`config.mk`:
```
export PLATFORM = sky130hd
export DESIGN_NAME = pse_top
export DESIGN_NICKNAME = d
export VERILOG_FILES = /design/src/design/pse_pkg.sv /design/src/design/pse_match_if.sv /design/src/design/pse_match.sv /design/src/design/pse_top.sv
export VERILOG_INCLUDE_DIRS = /design/src /design/src/design
export SDC_FILE = /design/constraint.sdc
export NUM_CORES = 1
export LEC_CHECK = 0
export ABC_AREA = 1
export CAP_MARGIN = 10
export CORE_MARGIN = 10
export CORE_UTILIZATION = 62
export CTS_CLUSTER_DIAMETER = 40
export DETAILED_ROUTE_END_ITERATION = 12
export DONT_BUFFER_PORTS = 1
export HOLD_SLACK_MARGIN = 0.03
export PLACE_DENSITY = 0.78
export SYNTH_ARGS = -nofsm -noshare
export SYNTH_HDL_FRONTEND = slang
export SYNTH_SLANG_ARGS = --single-unit
export TNS_END_PERCENT = 30
```
`constraint.sdc`:
```
create_clock -name i_mclk -period 0.8 [get_ports i_mclk]
set_input_delay 0.04 -clock i_mclk [delete_from_list [all_inputs] [get_ports i_mclk]]
set_output_delay 0.04 -clock i_mclk [all_outputs]
set_load 0.02 [all_outputs]
```
`src/design/pse_map.svh`:
```
// constants for the l2 / system performance event qualifier
`ifndef PSE_MAP_SVH
`define PSE_MAP_SVH
// ----------------------------------------------------------------
// event codes
// ----------------------------------------------------------------
`define PSE_EV_MEM_REQ_TYPE   8'h65
`define PSE_EV_DATA_PREFETCH  8'h67
`define PSE_EV_BUF_REQUESTS   8'h68
`define PSE_EV_BUF_WAIT       8'h69
`define PSE_EV_REFILL_RESP    8'h6C
`define PSE_EV_OCTWORD_WRITE  8'h6D
`define PSE_EV_NOT_HALTED     8'h76
`define PSE_EV_L2_REQUEST     8'h7D
`define PSE_EV_L2_MISS        8'h7E
// ----------------------------------------------------------------
// sub-event bit positions
// ----------------------------------------------------------------
`define PSE_MEM_UNCACHEABLE_BIT   0
`define PSE_MEM_WR_COMBINING_BIT  1
`define PSE_MEM_STREAMING_BIT     7
`define PSE_PF_CANCEL_BIT         0
`define PSE_PF_ATTEMPT_BIT        1
`define PSE_OCTWORD_BIT           0
// ----------------------------------------------------------------
// miss buffer selection and reset values
// ----------------------------------------------------------------
`define PSE_BUF_COUNT        10
`define PSE_BUF_IDX_W        4
`define PSE_INC_RESET        3'h0
`define PSE_KNOWN_RESET      1'b0
`endif

```
`src/design/pse_pkg.sv`:
```
// types shared by the performance event qualifier modules
`include "pse_map.svh"
package pse_pkg;
  // selectable event codes
  typedef enum logic [7:0] {
    PSE_MEM_REQ_TYPE  = `PSE_EV_MEM_REQ_TYPE,
    PSE_DATA_PREFETCH = `PSE_EV_DATA_PREFETCH,
    PSE_BUF_REQUESTS  = `PSE_EV_BUF_REQUESTS,
    PSE_BUF_WAIT      = `PSE_EV_BUF_WAIT,
    PSE_REFILL_RESP   = `PSE_EV_REFILL_RESP,
    PSE_OCTWORD_WRITE = `PSE_EV_OCTWORD_WRITE,
    PSE_NOT_HALTED    = `PSE_EV_NOT_HALTED,
    PSE_L2_REQUEST    = `PSE_EV_L2_REQUEST,
    PSE_L2_MISS       = `PSE_EV_L2_MISS
  } pse_event_t;
  // one class bit per sub-event of a bitmask event
  typedef logic [7:0] pse_class_t;
endpackage

```
`src/design/pse_match_if.sv`:
```
// carrier between the event mux and the sub-event matcher
`timescale 1ns/1ps
interface pse_match_if;
  pse_pkg::pse_class_t class_vec;  // occurrences this cycle
  pse_pkg::pse_class_t mask;       // software sub-event mask
  logic                hit;        // any selected class occurred
  modport src   (output class_vec, output mask, input hit);
  modport match (input class_vec, input mask, output hit);
endinterface

```
`src/design/pse_match.sv`:
```
// sub-event matcher: selected sub-events combine as a logical or
`timescale 1ns/1ps
module pse_match
(
  pse_match_if.match m
);
  // ----------------------------------------------------------------
  // any-of match
  // ----------------------------------------------------------------
  // one increment per cycle even if several classes fire at once
  assign m.hit = |(m.class_vec & m.mask);
endmodule

```
`src/design/pse_top.sv`:
```
// performance event qualifier for l2 and system interface events
// Operation
// - 065h bits: uncacheable, combining, streaming store
// - combining events count flushes, not stores
// - combining counts all flushes; streaming only stream
// - 067h bit1 attempts, bit0 cancelled prefetches
// - 068h counts requests, 069h wait cycles
// - miss buffer events decode mask as index
// - 06Ch one per line, mask picks state
// - modified responses include store-intent refills
// - 06Dh counts each 16-byte write beat
// - 076h counts every clock not halted
// - 07Dh read requests by six request kinds
// - retried l2 requests also counted
// - 07Eh l2 misses by four request kinds
`timescale 1ns/1ps
`include "pse_map.svh"
module pse_top
#(
  parameter int BUF_COUNT = `PSE_BUF_COUNT  // miss address buffers
)
(
  input  wire logic                 i_mclk,
  input  wire logic                 i_rstn,
  // software selection
  input  wire logic [7:0]           i_event_code,
  input  wire logic [7:0]           i_sub_event_mask,
  // memory request type sources
  input  wire logic                 i_uncacheable_req,
  input  wire logic                 i_write_combining_flush,
  input  wire logic                 i_flush_by_stream,
  // data prefetcher
  input  wire logic                 i_pf_attempt,
  input  wire logic                 i_pf_cancel,
  // miss address buffers
  input  wire logic [BUF_COUNT-1:0] i_miss_address_buffer_req,
  input  wire logic [BUF_COUNT-1:0] i_miss_address_buffer_busy,
  // refill responses, one-hot {err,owned,shared,modified,excl}
  input  wire logic                 i_refill_resp,
  input  wire logic [4:0]           i_refill_state,
  // octword beats to the system this cycle, 0..4
  input  wire logic [2:0]           i_octword_beats,
  // halt sources
  input  wire logic                 i_stop_clock_request,
  input  wire logic                 i_halt_instruction,
  // l2 request and miss traffic
  input  wire logic                 i_l2_req,
  input  wire logic                 i_l2_retry,
  input  wire logic                 i_l2_req_read,
  input  wire logic [5:0]           i_l2_req_kind,
  input  wire logic                 i_l2_miss,
  input  wire logic [3:0]           i_l2_miss_kind,
  // counter increment
  output logic [2:0]                o_inc,
  output logic                      o_event_known
);
  // ----------------------------------------------------------------
  // helpers
  // ----------------------------------------------------------------
  // miss buffer index in range; used for both buffer events
  function automatic logic buf_idx_ok(input logic [7:0] mask);
    buf_idx_ok = (mask < 8'(BUF_COUNT));
  endfunction

  // registered outputs
  logic [2:0] inc_r;          // increment for the selected counter
  logic [2:0] inc_nxt;
  logic       known_r;        // selected code is one of ours
  logic       known_nxt;

  pse_match_if mif ();        // carrier to the matcher

  // ----------------------------------------------------------------
  // per-event class vectors
  // ----------------------------------------------------------------
  // flushes with the stream flag count under both combining bits
  wire pse_pkg::pse_class_t mem_cls;
  assign mem_cls = {i_write_combining_flush & i_flush_by_stream,
                    5'h00,
                    i_write_combining_flush,
                    i_uncacheable_req};

  // cancelled prefetches are also attempts
  wire pse_pkg::pse_class_t pf_cls;
  assign pf_cls = {6'h00, i_pf_attempt, i_pf_cancel};

  // each response carries one line; state from the one-hot field
  // modified covers store misses and write-intent prefetches
  wire pse_pkg::pse_class_t resp_cls;
  assign resp_cls = {3'h0, i_refill_resp ? i_refill_state
                                          : 5'h00};

  // writes never count; retries count like first attempts
  wire l2_req_any;
  assign l2_req_any = (i_l2_req | i_l2_retry) & i_l2_req_read;
  wire pse_pkg::pse_class_t l2r_cls;
  assign l2r_cls = {2'h0, l2_req_any ? i_l2_req_kind : 6'h00};

  wire pse_pkg::pse_class_t l2m_cls;
  assign l2m_cls = {4'h0, i_l2_miss ? i_l2_miss_kind : 4'h0};

  // ----------------------------------------------------------------
  // event selection
  // ----------------------------------------------------------------
  wire is_mem;
  wire is_pf;
  wire is_resp;
  wire is_l2r;
  wire is_l2m;
  wire is_mreq;
  wire is_mwait;
  wire is_oct;
  wire is_run;
  assign is_mem   = (i_event_code == `PSE_EV_MEM_REQ_TYPE);
  assign is_pf    = (i_event_code == `PSE_EV_DATA_PREFETCH);
  assign is_resp  = (i_event_code == `PSE_EV_REFILL_RESP);
  assign is_l2r   = (i_event_code == `PSE_EV_L2_REQUEST);
  assign is_l2m   = (i_event_code == `PSE_EV_L2_MISS);
  assign is_mreq  = (i_event_code == `PSE_EV_BUF_REQUESTS);
  assign is_mwait = (i_event_code == `PSE_EV_BUF_WAIT);
  assign is_oct   = (i_event_code == `PSE_EV_OCTWORD_WRITE);
  assign is_run   = (i_event_code == `PSE_EV_NOT_HALTED);

  // pick the class vector of the selected bitmask event
  wire pse_pkg::pse_class_t sel_cls;
  assign sel_cls = is_mem  ? mem_cls  :
                   is_pf   ? pf_cls   :
                   is_resp ? resp_cls :
                   is_l2r  ? l2r_cls  :
                   is_l2m  ? l2m_cls  : 8'h00;

  assign mif.class_vec = sel_cls;
  assign mif.mask      = i_sub_event_mask;

  // bitmask matching lives in its own module
  pse_match u_match
  (
    .m (mif.match)
  );

  // ----------------------------------------------------------------
  // miss address buffer selection
  // ----------------------------------------------------------------
  // mask is an index, not bits; combined values just pick a buffer
  // that may not exist, so software must program one index
  wire                      buf_ok;
  wire [`PSE_BUF_IDX_W-1:0] buf_idx;
  wire                      buf_req_sel;
  wire                      buf_busy_sel;
  assign buf_ok       = buf_idx_ok(i_sub_event_mask);
  assign buf_idx      = i_sub_event_mask[`PSE_BUF_IDX_W-1:0];
  assign buf_req_sel  = buf_ok & i_miss_address_buffer_req[buf_idx];
  assign buf_busy_sel = buf_ok & i_miss_address_buffer_busy[buf_idx];

  // ----------------------------------------------------------------
  // other selections
  // ----------------------------------------------------------------
  // halted by either source stops the clock event
  wire not_halted;
  assign not_halted = ~(i_stop_clock_request | i_halt_instruction);

  // one increment per 16-byte beat, up to four
  wire [2:0] oct_amt;
  assign oct_amt = i_sub_event_mask[`PSE_OCTWORD_BIT] ? i_octword_beats
                                                      : 3'h0;

  // ----------------------------------------------------------------
  // increment mux
  // ----------------------------------------------------------------
  always_comb
  begin
    inc_nxt   = 3'h0;
    known_nxt = 1'b1;
    if (is_mem | is_pf | is_resp | is_l2r | is_l2m)
    begin
      inc_nxt = {2'h0, mif.hit};
    end
    else if (is_mreq)
    begin
      inc_nxt = {2'h0, buf_req_sel};
    end
    else if (is_mwait)
    begin
      inc_nxt = {2'h0, buf_busy_sel};
    end
    else if (is_oct)
    begin
      inc_nxt = oct_amt;
    end
    else if (is_run)
    begin
      inc_nxt = {2'h0, not_halted};
    end
    else
    begin
      // codes outside this group never count here
      known_nxt = 1'b0;
    end
  end

  // ----------------------------------------------------------------
  // output registers
  // ----------------------------------------------------------------
  // one cycle of latency keeps the counter path off the event logic
  always_ff @(posedge i_mclk or negedge i_rstn)
  begin
    if (!i_rstn)
    begin
      inc_r   <= `PSE_INC_RESET;
      known_r <= `PSE_KNOWN_RESET;
    end
    else
    begin
      inc_r   <= inc_nxt;
      known_r <= known_nxt;
    end
  end

  assign o_inc         = inc_r;
  assign o_event_known = known_r;
endmodule

```
==> results of run 1 <==
-- per-layer routing --
layer	vias to the layer above	GRT usage	share of wire
met5	-	0	0
met4	0	0.0772	0.0069
met3	4	0.0708	0.12
met2	59	0.336	0.53
met1	507	0.167	0.35
li1	575	-	-
-- report_power, final --
| group | total [uW] | internal, uW | switching [uW] | leakage (uW) |
|---|---|---|---|---|
| clock | 256 | 168 | 87.4 | 0.0000138 |
| sequential | 210 | 206 | 4.56 | 0.0000557 |
| combinational | 281 | 131 | 150 | 0.000552 |
-- Yosys cell counts (all sizes together) --
| library cell | number | area [sq um] |
|---|---|---|
| o211ai | 1 | 7.51 |
| nor4 | 1 | 6.26 |
| buf | 1 | 7.51 |
| o21ai | 5 | 25.0 |
| dfrtp | 4 | 100 |
| nand3 | 31 | 155 |
| a21oi | 1 | 5.00 |
| nand2 | 64 | 268 |
| inv | 20 | 75.1 |
| nor2 | 32 | 166 |
| nor3 | 1 | 5.00 |
| nand4 | 5 | 31.3 |
| or2 | 1 | 6.26 |
-- per-stage QoR --
stage,TNS (ns),utilization,instance area [sq um]
finish,0,0.875,1140
global route,-0.0248,0.875,1140
CTS,0,0.829,1080
detailed placement,-0.263,0.781,1020
global placement,-0.208,0.781,1020
floorplan,-0.0933,-,930
-- kinds of logic (layout without fill, tap and decap cells) --
logic type | Yosys count | count (layout) | synth area share
buffers and inverters | 21 | 40 | 0.0962
flip-flops | 4 | 4 | 0.117
AO/OA/AOI/OAI | 7 | 7 | 0.0437
AND/OR/NAND/NOR | 135 | 135 | 0.743
-- layout make-up --
cell class / instances / area (sq um) / share of cell area
tap: 15 / 18.8 / 0.0165
sequential: 4 / 100 / 0.0879
multi-input combinational: 142 / 737 / 0.647
clock buffer: 3 / 22.5 / 0.0198
inverter: 20 / 123 / 0.108
timing repair buffer: 17 / 138 / 0.121
-- repair_timing --
action / in CTS / in global routing
endpoints found under the setup margin: 0 / 1
hold endpoints to repair: 6 / 0
hold buffers: 4 / 0
gates resized for setup: 0 / 10
setup buffers: 0 / 3
-- how the worst max path moves through the flow --
stage | from | to | slack [ns]
3_3_place_gp | i_event_code[7] | o_inc[0] | -0.17
4_1_cts | i_event_code[7] | o_inc[0] | 0.01
2_1_floorplan | i_event_code[4] | o_inc[0] | -0.09
6_report | i_event_code[7] | o_inc[0] | 0.05
5_1_grt | i_event_code[3] | o_inc[0] | -0.02
3_5_place_dp | i_event_code[3] | o_inc[0] | -0.20
-- flip-flops by register name (all words and copies together) (netlist names) --
register / cells
o_event_known: 1
o_inc: 3
==> summary.md, run 1 <==
| Metric | Value |
|---|---|
| Top-Level Pins | 72 |
| Peak VDD IR | 0.000282 V |
| Max-slew headroom | 0.814 |
| Initial Util | 0.660 |
| Die H | 57.2 microns |
| Critical path's top delay family | simple AND/OR/NAND/NOR gates |
| Status | finished clean |
| Hold Path Sink | o_inc[0] |
| Initial antenna violation count | 0 |
| # DRC | 0 |
| Crit path depth | 12 |
| Fillers | 84 |
| Clock slew seen by the registers of the worst setup and hold paths | 0.04 ns |
| Max Clock Freq | 1330 MHz |
| Slowest stage cell, crit path | nor2_8 |
| Required time worst endpoint | 0.91 ns |
| Layout Nets | 256 |
| Worst path cell trace | clkinv_16 > nand2_8 > nor2_8 > nand2_4 > inv_4 > nand2_2 > nand2_1 > inv_1 > nand2_1 > nand2_1 > nor2_1 > nand3_1 |
| Area delta synth->final | 32.7% |
| Crit-path max FO | 5 |
| Final wirelength | 3180 microns |
| Routability cong. | 0.865 |
| Commonest non-fill, non-tap cells in the layout | nand2_1, nand3_1, nor2_1 |
| Wire per inst | 15.8 microns |
| Largest net degree at the start of global routing | 16 |
| Cell Area, Synth | 858 sq um |
| Hold Path Class | primary input to flip-flop |
| Routed vias | 1145 |
| Synthesized Nets | 235 |
| Chip Width | 57.2 microns |
| Cell variety after synth | 19 |
| Synthesized flop and latch total | 4 |
| Max cap viols | 0 |
| Critical path arrival | 0.86 ns |
| Die area | 3270 sq um |
| Antenna Nets Post-Route | 0 |
| CP Class | primary input to flip-flop |
| Clock Tree Buf Depth | 2 |
| Gr usage total | 0.180 |
| Hold Startpoint | i_sub_event_mask[5] |
| Htree depth | 1 |
| Antenna fix cells | 0 |
| Clock Sinks | 4 |
| Most common cell after layout, fill and taps aside | nand2_1 |
| CTS buffer count | 3 |
| Final period util | 0.940 |
| Placement Setup Slack | -0.204 ns |
| Fin cells | 201 |
| Register area share after synthesis | 0.117 |
| Syn avg cell area | 5.14 sq um |
| Tmin final | 0.752 ns |
| Fin. Hold Viols | 0 |
| Total power | 747 uW |
| First-pass GRT wire length | 4960 microns |
| Worst-case hold slack | 0.0402 ns |
| Hold path depth | 4 |
| Startpoint types | primary input |
| WP buf/inv | 3 |
| CTS tree | yes |
| Core area | 1300 sq um |
| Drt pass-1 iters | 4 |
| Share of cells above drive strength 1 | 0.231 |
| PwrDens | 656 nW/um^2 |
| RSZ-0062 raised after global routing | true |
| Gate Count Post-Synth | 167 |
| Crit-path most repeated cell | nand2_1 |
| Fin worst setup slack | 0.0480 ns |
| Final count of pins violating max slew | 0 |
| Syn. warnings | 0 |
| Worst setup EP type | flip-flop |
| Vias in the first global route | 1155 |
| Port bufs | 0 |
| Initial DRC Count | 32 |
| Overflow after GRT | 0 |
| Setup-failing EPs final | 0 |
| Hpwl dp | 2760 microns |
| Clk root buf | clkbuf_4 |
| Placed cell count | 191 |
| Slowest stage delay, CP | 0.16 ns |
| Routed vias/inst | 5.70 |
| Total leakage power | 0.000622 uW |
| Row cnt | 13 |
| Slew @ Worst Pin | 0.276 ns |
No activity file was read; power rests on OpenSTA's default activity.
==> run 2: changes to the inputs <==
==> constraint.sdc (replaced) <==
create_clock -name i_mclk -period 0.82 [get_ports i_mclk]
set_input_delay 0.041 -clock i_mclk [delete_from_list [all_inputs] [get_ports i_mclk]]
set_output_delay 0.041 -clock i_mclk [all_outputs]
set_load 0.02 [all_outputs]
==> summary.md, run 2 (synthesized netlist as in run 1, its figures left out) <==
| Metric | Value |
|---|---|
| Required time worst endpoint | 0.94 ns |
| PwrDens | 655 nW/um^2 |
| Final wirelength | 3270 microns |
| Overflow after GRT | 0 |
| Initial antenna violation count | 0 |
| Antenna Nets Post-Route | 0 |
| First-pass GRT wire length | 4790 microns |
| Fillers | 90 |
| Hpwl dp | 2690 microns |
| Routability cong. | 0.864 |
| Share of cells above drive strength 1 | 0.217 |
| Crit path to | o_inc[0] |
| Most common cell after layout, fill and taps aside | nand2_1 |
| Setup-failing EPs final | 0 |
| CP Class | primary input to flip-flop |
| Total power | 734 uW |
| Commonest non-fill, non-tap cells in the layout | nand2_1, nand3_1, nor2_1 |
| Final period util | 0.957 |
| CTS buffer count | 3 |
| Clk root buf | clkbuf_4 |
| CP startpoint | i_event_code[7] |
| Largest net degree at the start of global routing | 16 |
| Finished Core Util | 0.862 |
| Chip Width | 57.2 microns |
| Peak VDD IR | 0.000294 V |
| Clock slew seen by the registers of the worst setup and hold paths | 0.04 ns |
| Port bufs | 0 |
| Die H | 57.2 microns |
| # DRC | 0 |
| Drt pass-1 iters | 4 |
| Vias in the first global route | 1094 |
| Max Clock Freq | 1270 MHz |
| Critical path arrival | 0.90 ns |
| Core area | 1300 sq um |
| Clock Sinks | 4 |
| Total leakage power | 0.000613 uW |
| Status | finished clean |
| Clock Tree Buf Depth | 2 |
| Worst-case hold slack | 0.0374 ns |
| Hold Path Class | primary input to flip-flop |
| Top-Level Pins | 72 |
| Area delta synth->final | 30.6% |
| Layout Nets | 254 |
| Max reg flops | 3 |
| Routed vias | 1146 |
| Die area | 3270 sq um |
| Slew @ Worst Pin | 0.245 ns |
| Htree depth | 1 |
| Row cnt | 13 |
| Gr usage total | 0.175 |
| Initial Util | 0.660 |
| Wire per inst | 16.5 microns |
| Startpoint types | primary input |
| Crit-path max FO | 6 |
| RSZ-0062 raised after global routing | true |
| Tmin final | 0.784 ns |
| Fin. Hold Viols | 0 |
| Initial DRC Count | 38 |
| CTS tree | yes |
| Antenna fix cells | 0 |
| DP Area | 1010 sq um |
| Max-slew headroom | 0.835 |
| Design area | 1120 sq um |
| Final count of pins violating max slew | 0 |
| Max cap viols | 0 |
| Worst setup EP type | flip-flop |
| Routed vias/inst | 5.76 |
-- run 2: final cells by class --
type | count | area, sq um | area share
multi-input combinational | 142 | 734 | 0.655
tap | 15 | 18.8 | 0.0167
clock buffer | 3 | 22.5 | 0.0201
timing repair buffer | 15 | 123 | 0.109
sequential | 4 | 100 | 0.0893
inverter | 20 | 123 | 0.109
-- run 2: where the power goes --
group          leakage, uW  switching [uW]  internal, uW
clock network    0.0000138            96.8           165
logic             0.000544             144           123
registers        0.0000557            4.46           201
-- run 2: worst min path at each step --
stage / startpoint / to / slack [ns] / cells past startpoint
after global routing: i_sub_event_mask[5] / o_inc[0] / 0.06 / 4
final: i_sub_event_mask[5] / o_inc[0] / 0.04 / 4
after global placement: i_rstn / o_inc[2] / -0.25 / 0
after floorplan: i_rstn / o_event_known / -0.25 / 0
after detailed placement: i_rstn / o_inc[1] / -0.25 / 0
after CTS: i_sub_event_mask[5] / o_inc[0] / 0.04 / 4
-- run 2: repair_timing --
item,4_1_cts,5_1_grt
hold buffers,4,0
setup endpoints to repair,0,1
buffers inserted,0,2
endpoints found under the hold margin,6,0
gates resized for setup,0,9
-- run 2: through the flow --
step | cells | TNS [ns] | setup slack (ns)
6_report | 199 | 0 | 0.0356
5_1_grt | 199 | -0.0806 | -0.0806
4_1_cts | 197 | 0 | 0.0451
3_5_place_dp | 190 | -0.208 | -0.196
3_3_place_gp | 190 | -0.158 | -0.146
2_1_floorplan | 167 | -0.0743 | -0.0743
-- run 2: metal layers --
metal  track usage  vias up  wire [microns]
li1              -      571               -
met1         0.168      494            1080
met2         0.319       75            1720
met3        0.0686        6             427
met4        0.0772        0              53
met5             0        -               0
-- run 2: critical path, stage by stage --
cell and delay, ns:
clkinv_16 0.03, nand2_8 0.05, nor2_8 0.17, nand2_4 0.10, inv_4 0.07, nand2_1 0.05, nand2_1 0.05, inv_1 0.04
nand2_1 0.05, nand2_1 0.06, nor2_1 0.10, nand3_1 0.08
